$ cat src/core/compact_ops_pkg.sv
// constants and types shared by the compact extra-ops decoder files
package compact_ops_pkg;
    // -----------------------------------------------------------------
    // instruction encoding fields
    // -----------------------------------------------------------------
    localparam logic [1:0] OP_QUAD0    = 2'h0;
    localparam logic [1:0] OP_QUAD1    = 2'h1;
    localparam logic [5:0] F6_LOAD_B   = 6'h20;
    localparam logic [5:0] F6_LOAD_H   = 6'h21;
    localparam logic [5:0] F6_STORE_B  = 6'h22;
    localparam logic [5:0] F6_STORE_H  = 6'h23;
    localparam logic [5:0] F6_ARITH    = 6'h27;
    localparam logic [1:0] MINOR_UNARY = 2'h3;
    localparam logic [1:0] MINOR_MUL   = 2'h2;
    localparam logic [2:0] U_ZEXT_B    = 3'h0;
    localparam logic [2:0] U_SEXT_B    = 3'h1;
    localparam logic [2:0] U_ZEXT_H    = 3'h2;
    localparam logic [2:0] U_SEXT_H    = 3'h3;
    localparam logic [2:0] U_ZEXT_W    = 3'h4;
    localparam logic [2:0] U_INVERT    = 3'h5;
    localparam logic [1:0] REG_BANK    = 2'h1;
    localparam logic [1:0] SIZE_BYTE   = 2'h0;
    localparam logic [1:0] SIZE_HALF   = 2'h1;

    // -----------------------------------------------------------------
    // register map
    // -----------------------------------------------------------------
    localparam logic [7:0]  ADDR_CTRL     = 8'h00;
    localparam logic [7:0]  ADDR_STATUS   = 8'h04;
    localparam logic [7:0]  ADDR_LAST_ILL = 8'h08;
    localparam logic [7:0]  ADDR_RETIRED  = 8'h0c;
    localparam logic [1:0]  CTRL_RESET    = 2'h3;
    localparam int          CTRL_MUL_BIT  = 0;
    localparam int          CTRL_SEXT_BIT = 1;
    localparam int          STAT_BUSY_BIT = 0;
    localparam int          STAT_ILL_BIT  = 1;

    // -----------------------------------------------------------------
    // states and instruction kinds
    // -----------------------------------------------------------------
    typedef enum logic [1:0] {
        ST_IDLE = 2'b00,
        ST_READ = 2'b01,
        ST_MEM  = 2'b10,
        ST_WB   = 2'b11
    } state_e;

    typedef enum logic [2:0] {
        K_LBU   = 3'b000,
        K_LHU   = 3'b001,
        K_LH    = 3'b010,
        K_SB    = 3'b011,
        K_SH    = 3'b100,
        K_UNARY = 3'b101,
        K_MUL   = 3'b110
    } kind_e;
endpackage

$ cat src/core/compact_exec_unit.sv
// single-operand extend/invert and low-half multiply datapath
`timescale 1ns/1ps
module compact_exec_unit #(
    parameter int XLEN = 32
) (
    // operation select
    input  wire logic [2:0]      sel,
    input  wire logic            is_mul,
    // operands and result
    input  wire logic [XLEN-1:0] opa,
    input  wire logic [XLEN-1:0] opb,
    output logic      [XLEN-1:0] result
);
    // full signed product, only the low half is kept
    logic signed [2*XLEN-1:0] product;
    assign product = $signed(opa) * $signed(opb); // RQ17

    // extension cases are casts so one body serves both widths
    always_comb begin
        result = opa;
        if (is_mul) begin
            result = product[XLEN-1:0]; // RQ17
        end else begin
            unique case (sel)
                compact_ops_pkg::U_ZEXT_B: result = XLEN'(opa[7:0]); // RQ11
                compact_ops_pkg::U_SEXT_B: result = XLEN'($signed(opa[7:0])); // RQ12
                compact_ops_pkg::U_ZEXT_H: result = XLEN'(opa[15:0]); // RQ13
                compact_ops_pkg::U_SEXT_H: result = XLEN'($signed(opa[15:0])); // RQ14
                compact_ops_pkg::U_ZEXT_W: result = XLEN'(opa[31:0]); // RQ15
                compact_ops_pkg::U_INVERT: result = opa ^ {XLEN{1'b1}}; // RQ16
                default:                   result = opa;
            endcase
        end
    end
endmodule

$ cat src/core/compact_extra_ops_decode_execute.sv
// decoder and sequencer for the compact load/store, extend, invert, multiply group
//
// Our own choices: register access over APB and the register addresses.
`timescale 1ns/1ps
// How it works
// RQ1: byte load/store offset is {instr[5], instr[6]}, upper bits zero.
// RQ2: halfword offset is {instr[5], 0}; bit 6 signed for loads, zero for stores.
// RQ3: bits 15:10 100000/100001/100010/100011 select the four load/store forms, bits 1:0 00.
// RQ4: byte load reads base plus offset, zero-extends, writes destination.
// RQ5: unsigned halfword load zero-extends the loaded halfword into destination.
// RQ6: signed halfword load sign-extends the loaded halfword into destination.
// RQ7: byte store writes only the low 8 bits of the source.
// RQ8: halfword store writes only the low 16 bits of the source.
// RQ9: every 3-bit register field means register 8 plus field.
// RQ10: unary forms: 100111, register 9:7, 6:5 = 11, 1:0 = 01, op in 4:2.
// RQ11: byte zero-extend keeps bits 7:0, clears the rest, writes back.
// RQ12: byte sign-extend copies bit 7 upward, writes back.
// RQ13: halfword zero-extend keeps bits 15:0, clears the rest.
// RQ14: halfword sign-extend copies bit 15 upward.
// RQ15: word zero-extend, 64-bit only, clears bits above 31.
// RQ16: invert replaces the register with its complement.
// RQ17: multiply signed operands, keep low native-width half in first register.
// RQ18: multiply: 100111, register 9:7, 6:5 = 10, second in 4:2, 1:0 = 01.
// RQ19: multiply only with a multiply extension present.
// RQ20: byte sign-extend only with the bit-manipulation extension present.
// RQ21: the whole group needs the base compressed subset.
// RQ22: unavailable forms are reported as illegal instructions.
module compact_extra_ops_decode_execute #(
    parameter int XLEN            = 32,
    parameter bit HAS_COMPRESSED  = 1'b1,
    parameter bit HAS_MULTIPLY    = 1'b1,
    parameter bit HAS_BITMANIP    = 1'b1
) (
    // clock and reset
    input  wire logic            mclk,
    input  wire logic            nrst,
    // apb register port
    input  wire logic            psel,
    input  wire logic            penable,
    input  wire logic            pwrite,
    input  wire logic [7:0]      paddr,
    input  wire logic [31:0]     pwdata,
    output logic      [31:0]     prdata,
    output logic                 pready,
    output logic                 pslverr,
    // issue side
    input  wire logic            instr_valid,
    input  wire logic [15:0]     instr,
    output logic                 instr_ready,
    output logic                 illegal_instr,
    output logic                 retire,
    // register file
    output logic      [4:0]      rf_raddr_a,
    output logic      [4:0]      rf_raddr_b,
    input  wire logic [XLEN-1:0] rf_rdata_a,
    input  wire logic [XLEN-1:0] rf_rdata_b,
    output logic                 rf_we,
    output logic      [4:0]      rf_waddr,
    output logic      [XLEN-1:0] rf_wdata,
    // memory path
    output logic                 mem_req,
    output logic                 mem_we,
    output logic      [1:0]      mem_size,
    output logic      [XLEN-1:0] mem_addr,
    output logic      [XLEN-1:0] mem_wdata,
    input  wire logic            mem_ack,
    input  wire logic [XLEN-1:0] mem_rdata
);
    // -----------------------------------------------------------------
    // state
    // -----------------------------------------------------------------
    compact_ops_pkg::state_e state_q;
    compact_ops_pkg::kind_e  kind_q;
    logic [2:0]      usel_q;
    logic [1:0]      off_q;
    logic [1:0]      ctrl_q;
    logic            ill_sticky_q;
    logic [15:0]     last_ill_q;
    logic [31:0]     retired_q;
    logic            ready_q;
    logic            illegal_q;
    logic            retire_q;
    logic [4:0]      ra_a_q;
    logic [4:0]      ra_b_q;
    logic            we_q;
    logic [4:0]      wa_q;
    logic [XLEN-1:0] wd_q;
    logic            req_q;
    logic            mwe_q;
    logic [1:0]      size_q;
    logic [XLEN-1:0] maddr_q;
    logic [XLEN-1:0] mwd_q;
    logic [31:0]     prdata_q;
    logic            pready_q;
    logic            pslverr_q;

    // -----------------------------------------------------------------
    // decode
    // -----------------------------------------------------------------
    // feature gates: multiply and byte sign-extend need both hardware option and software enable
    wire        has_c     = HAS_COMPRESSED; // RQ21
    wire        mul_ok    = HAS_MULTIPLY & ctrl_q[compact_ops_pkg::CTRL_MUL_BIT]; // RQ19
    wire        sext_ok   = HAS_BITMANIP & ctrl_q[compact_ops_pkg::CTRL_SEXT_BIT]; // RQ20
    wire        wide_core = (XLEN == 64);
    wire [5:0]  f6        = instr[15:10];
    wire [2:0]  uop       = instr[4:2];
    wire        quad0     = has_c && (instr[1:0] == compact_ops_pkg::OP_QUAD0);
    wire        quad1     = has_c && (instr[1:0] == compact_ops_pkg::OP_QUAD1);
    wire        dec_lbu   = quad0 && (f6 == compact_ops_pkg::F6_LOAD_B); // RQ3
    wire        dec_lh    = quad0 && (f6 == compact_ops_pkg::F6_LOAD_H); // RQ3
    wire        dec_sb    = quad0 && (f6 == compact_ops_pkg::F6_STORE_B); // RQ3
    // a halfword store with bit 6 set is not a defined encoding
    wire        dec_sh    = quad0 && (f6 == compact_ops_pkg::F6_STORE_H) && !instr[6]; // RQ2
    wire        arith     = quad1 && (f6 == compact_ops_pkg::F6_ARITH);
    wire        unary_enc = arith && (instr[6:5] == compact_ops_pkg::MINOR_UNARY); // RQ10
    wire        dec_unary = unary_enc && (uop <= compact_ops_pkg::U_INVERT)
                            && (uop != compact_ops_pkg::U_ZEXT_W || wide_core) // RQ15
                            && (uop != compact_ops_pkg::U_SEXT_B || sext_ok); // RQ20
    wire        dec_mul   = arith && (instr[6:5] == compact_ops_pkg::MINOR_MUL) && mul_ok; // RQ18
    wire        dec_legal = dec_lbu | dec_lh | dec_sb | dec_sh | dec_unary | dec_mul;
    wire        take      = instr_valid && ready_q;

    // kind, offset and register numbers of the instruction on offer
    wire compact_ops_pkg::kind_e dec_kind =
        dec_lbu   ? compact_ops_pkg::K_LBU :
        dec_lh    ? (instr[6] ? compact_ops_pkg::K_LH : compact_ops_pkg::K_LHU) : // RQ2
        dec_sb    ? compact_ops_pkg::K_SB :
        dec_sh    ? compact_ops_pkg::K_SH :
        dec_unary ? compact_ops_pkg::K_UNARY : compact_ops_pkg::K_MUL;
    wire        byte_form = dec_lbu | dec_sb;
    wire [1:0]  dec_off   = byte_form ? {instr[5], instr[6]} // RQ1
                                      : {instr[5], 1'b0}; // RQ2
    wire        is_mem    = quad0;
    wire [4:0]  reg_hi    = {compact_ops_pkg::REG_BANK, instr[9:7]}; // RQ9
    wire [4:0]  reg_lo    = {compact_ops_pkg::REG_BANK, instr[4:2]}; // RQ9
    wire [4:0]  dec_dst   = is_mem ? reg_lo : reg_hi;

    // -----------------------------------------------------------------
    // execute datapath
    // -----------------------------------------------------------------
    logic [XLEN-1:0] alu_res;

    compact_exec_unit #(
        .XLEN   (XLEN)
    ) u_exec (
        .sel    (usel_q),
        .is_mul (kind_q == compact_ops_pkg::K_MUL),
        .opa    (rf_rdata_a),
        .opb    (rf_rdata_b),
        .result (alu_res)
    );

    // load data shaping and store data trimming
    wire [XLEN-1:0] ld_byte_u = XLEN'(mem_rdata[7:0]); // RQ4
    wire [XLEN-1:0] ld_half_u = XLEN'(mem_rdata[15:0]); // RQ5
    wire [XLEN-1:0] ld_half_s = XLEN'($signed(mem_rdata[15:0])); // RQ6
    wire [XLEN-1:0] ld_val    = (kind_q == compact_ops_pkg::K_LBU) ? ld_byte_u :
                                (kind_q == compact_ops_pkg::K_LHU) ? ld_half_u : ld_half_s;
    wire            st_byte   = (kind_q == compact_ops_pkg::K_SB);
    wire [XLEN-1:0] st_val    = st_byte ? XLEN'(rf_rdata_b[7:0]) // RQ7
                                        : XLEN'(rf_rdata_b[15:0]); // RQ8
    wire            kind_mem  = (kind_q <= compact_ops_pkg::K_SH);
    wire            kind_st   = (kind_q == compact_ops_pkg::K_SB)
                                || (kind_q == compact_ops_pkg::K_SH);
    wire [XLEN-1:0] eff_addr  = rf_rdata_a + XLEN'(off_q); // RQ4

    // -----------------------------------------------------------------
    // sequencer
    // -----------------------------------------------------------------
    // one instruction in flight; ready is low only while one is busy and until the first clock after reset
    always_ff @(posedge mclk or negedge nrst) begin
        if (!nrst) begin
            state_q   <= compact_ops_pkg::ST_IDLE;
            kind_q    <= compact_ops_pkg::K_LBU;
            usel_q    <= 3'h0;
            off_q     <= 2'h0;
            ready_q   <= 1'b0;
            illegal_q <= 1'b0;
            retire_q  <= 1'b0;
            ra_a_q    <= 5'h00;
            ra_b_q    <= 5'h00;
            we_q      <= 1'b0;
            wa_q      <= 5'h00;
            wd_q      <= '0;
            req_q     <= 1'b0;
            mwe_q     <= 1'b0;
            size_q    <= compact_ops_pkg::SIZE_BYTE;
            maddr_q   <= '0;
            mwd_q     <= '0;
        end else begin
            illegal_q <= 1'b0;
            retire_q  <= 1'b0;
            we_q      <= 1'b0;
            unique case (state_q)
                compact_ops_pkg::ST_IDLE: begin
                    ready_q <= 1'b1;
                    if (take && !dec_legal) begin
                        illegal_q <= 1'b1; // RQ22
                    end else if (take) begin
                        ready_q <= 1'b0;
                        kind_q  <= dec_kind;
                        usel_q  <= uop;
                        off_q   <= dec_off;
                        ra_a_q  <= reg_hi;
                        ra_b_q  <= reg_lo;
                        wa_q    <= dec_dst;
                        state_q <= compact_ops_pkg::ST_READ;
                    end
                end
                compact_ops_pkg::ST_READ: begin
                    if (kind_mem) begin
                        req_q   <= 1'b1;
                        mwe_q   <= kind_st;
                        size_q  <= (kind_q == compact_ops_pkg::K_LBU || st_byte)
                                   ? compact_ops_pkg::SIZE_BYTE
                                   : compact_ops_pkg::SIZE_HALF;
                        maddr_q <= eff_addr;
                        mwd_q   <= kind_st ? st_val : '0;
                        state_q <= compact_ops_pkg::ST_MEM;
                    end else begin
                        we_q    <= 1'b1; // RQ10
                        wd_q    <= alu_res;
                        state_q <= compact_ops_pkg::ST_WB;
                    end
                end
                compact_ops_pkg::ST_MEM: begin
                    if (mem_ack) begin
                        req_q <= 1'b0;
                        if (mwe_q) begin
                            retire_q <= 1'b1;
                            ready_q  <= 1'b1;
                            state_q  <= compact_ops_pkg::ST_IDLE;
                        end else begin
                            we_q    <= 1'b1;
                            wd_q    <= ld_val;
                            state_q <= compact_ops_pkg::ST_WB;
                        end
                    end
                end
                compact_ops_pkg::ST_WB: begin
                    retire_q <= 1'b1;
                    ready_q  <= 1'b1;
                    state_q  <= compact_ops_pkg::ST_IDLE;
                end
            endcase
        end
    end

    // -----------------------------------------------------------------
    // apb register slave
    // -----------------------------------------------------------------
    // zero-wait: read data is sampled in setup, write data in the access, pready rises for the access
    wire        apb_setup = psel && !penable;
    wire        apb_wr    = psel && penable && pwrite && pready_q;
    wire        hit_ctrl  = (paddr == compact_ops_pkg::ADDR_CTRL);
    wire        hit_stat  = (paddr == compact_ops_pkg::ADDR_STATUS);
    wire        hit_last  = (paddr == compact_ops_pkg::ADDR_LAST_ILL);
    wire        hit_ret   = (paddr == compact_ops_pkg::ADDR_RETIRED);
    wire        hit_any   = hit_ctrl | hit_stat | hit_last | hit_ret;
    wire        busy      = (state_q != compact_ops_pkg::ST_IDLE);
    wire [31:0] rd_mux    = hit_ctrl ? {30'h0, ctrl_q} :
                            hit_stat ? {30'h0, ill_sticky_q, busy} :
                            hit_last ? {16'h0, last_ill_q} :
                            hit_ret  ? retired_q : 32'h0;
    wire        ill_clr   = apb_wr && hit_stat && pwdata[compact_ops_pkg::STAT_ILL_BIT];
    wire        ill_event = take && !dec_legal && (state_q == compact_ops_pkg::ST_IDLE);

    always_ff @(posedge mclk or negedge nrst) begin
        if (!nrst) begin
            pready_q  <= 1'b0;
            pslverr_q <= 1'b0;
            prdata_q  <= 32'h0;
        end else begin
            pready_q  <= apb_setup;
            pslverr_q <= apb_setup && !hit_any;
            prdata_q  <= (apb_setup && !pwrite) ? rd_mux : 32'h0;
        end
    end

    // software state; a new illegal event beats a clear in the same cycle
    always_ff @(posedge mclk or negedge nrst) begin
        if (!nrst) begin
            ctrl_q       <= compact_ops_pkg::CTRL_RESET;
            ill_sticky_q <= 1'b0;
            last_ill_q   <= 16'h0;
            retired_q    <= 32'h0;
        end else begin
            if (apb_wr && hit_ctrl) begin
                ctrl_q <= pwdata[1:0];
            end
            if (ill_event) begin
                ill_sticky_q <= 1'b1; // RQ22
                last_ill_q   <= instr;
            end else if (ill_clr) begin
                ill_sticky_q <= 1'b0;
            end
            if (retire_q) begin
                retired_q <= retired_q + 32'h1;
            end
        end
    end

    // -----------------------------------------------------------------
    // outputs
    // -----------------------------------------------------------------
    assign prdata        = prdata_q;
    assign pready        = pready_q;
    assign pslverr       = pslverr_q;
    assign instr_ready   = ready_q;
    assign illegal_instr = illegal_q;
    assign retire        = retire_q;
    assign rf_raddr_a    = ra_a_q;
    assign rf_raddr_b    = ra_b_q;
    assign rf_we         = we_q;
    assign rf_waddr      = wa_q;
    assign rf_wdata      = wd_q;
    assign mem_req       = req_q;
    assign mem_we        = mwe_q;
    assign mem_size      = size_q;
    assign mem_addr      = maddr_q;
    assign mem_wdata     = mwd_q;

    wire in_read = (state_q == compact_ops_pkg::ST_READ);
endmodule

$ cat config.mk
export PLATFORM = sky130hd
export DESIGN_NAME = compact_extra_ops_decode_execute
export DESIGN_NICKNAME = d
export VERILOG_FILES = /design/src/core/compact_ops_pkg.sv /design/src/core/compact_exec_unit.sv /design/src/core/compact_extra_ops_decode_execute.sv
export SDC_FILE = /design/constraint.sdc
export NUM_CORES = 2
export LEC_CHECK = 0
export BUFFER_PORTS_ARGS = -buffer_cell sky130_fd_sc_hd__buf_2
export CAP_MARGIN = 5
export CORE_AREA = 3 3 185 259
export CTS_BUF_LIST = sky130_fd_sc_hd__clkbuf_4 sky130_fd_sc_hd__clkbuf_8
export CTS_CLUSTER_SIZE = 40
export DETAILED_ROUTE_END_ITERATION = 16
export DIE_AREA = 0 0 188 262
export HOLD_SLACK_MARGIN = 0.06
export PLACE_DENSITY_LB_ADDON = 0.08
export SLEW_MARGIN = 20
export SYNTH_ARGS = -nofsm -noshare
export SYNTH_HDL_FRONTEND = slang
export SYNTH_SLANG_ARGS = --single-unit
$ cat constraint.sdc
create_clock -name mclk -period 2.5 [get_ports mclk]
set_input_delay 0.25 -clock mclk [delete_from_list [all_inputs] [get_ports mclk]]
set_output_delay 0.25 -clock mclk [all_outputs]
set_load 0.01 [all_outputs]
==> metrics.csv <==
metric;value;unit
io_pins;312;
drtIter0Drc;1191;
drive_above_1_share;27.07;%
ys_async_sr_fraction;100.0;%
worst_slew_pin_slew;0.8155;ns
post-route-period-util;253.0;%
drt_first_pass_iters;5;
rsz0062_at_grt;yes;
overflow;0;
grt_usage;32.27;%
path_max_fanout;9;
synth_flop_cell;dfrtp_1;
cp-start-kind;input port;
path_class;input port to flop;
cts.htree.levels;4;
finalSetupViolations;28;
die_area;0.04926;mm^2
critPathCaptureType;flop;
final_cells;3797;
max_freq;158.1;MHz
io_buffer_count;245;
regToRegEndpoint;last_ill_q[12];
grt_max_degree;70;
yosys_warnings;0;
reg2regPathDepth;7;
endpoint;rf_wdata[27];
clock-sinks;189;
initial_core_util;55.42;%
syn_inst;2710;
vias;20350;
detail-route-antenna-nets;0;
routed_wl;78410;um
cts_buffers;17;
ff_latch_area;0.004732;mm^2
grt_pass1_vias;22310;
avgSynthCellArea;9.399;um^2
slew_viol_final;0;
ys_ff_latch;189;
finClkSkew;0.01442;ns
routedWlPerCell;20.65;um
place_inst;3714;
cp.arrival;6.71;ns
finish.instance_area;0.03193;mm^2
area_growth;25.37;%
multi_input_area;0.01977;mm^2
grt_pass1_wl;122500;um
cts_tree;yes;
die_h;262;um
drc;0;
rrSetupSlack;0.06;ns
final_common_cell;inv_1;
whs;0.08701;ns
hold_viol_final;0;
netlist_area;0.02547;mm^2
layout_common_cells;414 x inv_1, 382 x fa_1, 361 x and2_1;
antenna_found_initial;5;
violations;setup timing;
synth_cell_types;72;
hp-class;input port to flop;
num-nets-final;3889;
timing.rr.start;ctrl_q[1];
synth_edf_count;0;
clock_path_buffers;2;
gp_congestion;0.9455;
clk_pin_slew;0.11;ns
clock_latency;0.48;ns
yosysSeqAreaShare;18.58;%
dp_slack;-4.559;ns
place_area;0.02970;mm^2
critPathRequiredTime;2.88;ns
period_minus_slack;6.326;ns
fin_ws;-3.826;ns
drv_cap;0;
status;finished, violations left;
nFillCells;3563;
chipWidth;188;um
cts-root-buf;clkbuf_8;
max_slew_margin;45.43;%
core_area;0.04596;mm^2
dpl.hpwl;64040;um
critical_path.startpoint;rf_rdata_a[19];
viasPerCell;5.361;
rows;93;
[per-stage QoR]
stage | util [%] | TNS [ns]
finish | 69.48 | -85.18
global route | 69.47 | -88.86
CTS | 68.29 | -84.75
detailed placement | 64.63 | -114.01
global placement | 64.63 | -111.92
floorplan | - | -86.48
[registers in the layout, indices dropped and copies added (netlist names), 2 cells and up]
register    flops
last_ill_q     16
retired_q      32
off_q           2
rf_raddr_a      3
ctrl_q          2
rf_waddr        3
prdata         32
rf_raddr_b      2
state_q         2
kind_q          3
mem_wdata      16
mem_addr       32
usel_q          2
rf_wdata       32
[cells by family after synthesis]
logic type,share of synthesized area (%)
other,0.01472
buffers and inverters,9.367
xor gates and xnor gates,5.384
and+or+nand+nor,17.81
DFF,18.58
AOI/OAI and AO/OA,7.005
muxes,1.989
adders and majority gates,39.86
[synthesized netlist by cell type, drive strengths merged, types with 19 or more instances]
library cell	count	area share, %
inv	438	6.5
clkbuf	141	2.1
a211oi	32	0.98
nand2	279	4.1
ha	157	7.7
xnor2	102	3.5
and2	379	9.3
o21ai	54	1.1
buf	33	0.84
dfrtp	187	18
nor2	97	1.4
fa	409	32
and3	19	0.47
a21oi	81	1.6
mux2	27	1.2
xor2	52	1.8
nand3	23	0.45
[worst max-delay path: stages]
cell and delay [ns]:
buf_2 0.26, and2_1 0.19, fa_1 0.44, fa_1 0.48, fa_1 0.50, inv_2 0.04
fa_1 0.52, inv_1 0.05, fa_1 0.48, fa_1 0.60, fa_2 0.50, fa_2 0.59
ha_4 0.21, buf_6 0.11, a21o_1 0.16, a21oi_1 0.12, o31a_1 0.23, buf_4 0.13
o21ai_1 0.05, a21oi_1 0.18, xor2_1 0.28, a211oi_1 0.12, o22a_1 0.18
[layer usage]
layer  up-vias  part of all wire (%)  GRT usage, %
met5         -                 0.041             0
met4         4                   4.9         13.97
met3       177                   6.0         5.645
met2       618                    51         57.67
met1     10370                    38         38.47
li1       9183                     -             -
[repair_timing]
action | 4_1_cts | 5_1_grt
buffers inserted | 21 | 10
cloned | 2 | 0
endpoints found under the setup margin | 41 | 52
endpoints found under the hold margin | 85 | 0
hold buffers | 27 | 0
resized for setup | 202 | 93
pin swaps | 114 | 87
[worst min-delay path by stage]
| stage | start | end | slack [ns] | cells after the start |
|---|---|---|---|---|
| floorplan | nrst | ill_sticky_q | -0.05 | 0 |
| global placement | nrst | pready | 0.27 | 1 |
| detailed placement | nrst | pready | 0.27 | 1 |
| CTS | mem_ack | retire | 0.07 | 2 |
| global route | instr[12] | last_ill_q[12] | 0.09 | 2 |
| finish | mem_rdata[10] | rf_wdata[10] | 0.09 | 3 |
[final cells by class]
cell class,count,area share [%]
clock inverters,15,0.6504
clock buffers,17,0.7327
well taps,617,2.418
diodes,3,0.02351
repair buffers,590,14.31
flip-flops and latches,189,14.82
multi-input cells,1928,61.90
inverters,438,5.149
Power is not shown: default switching activity piles up to over one toggle a cycle in this logic, so the estimate is an artifact.
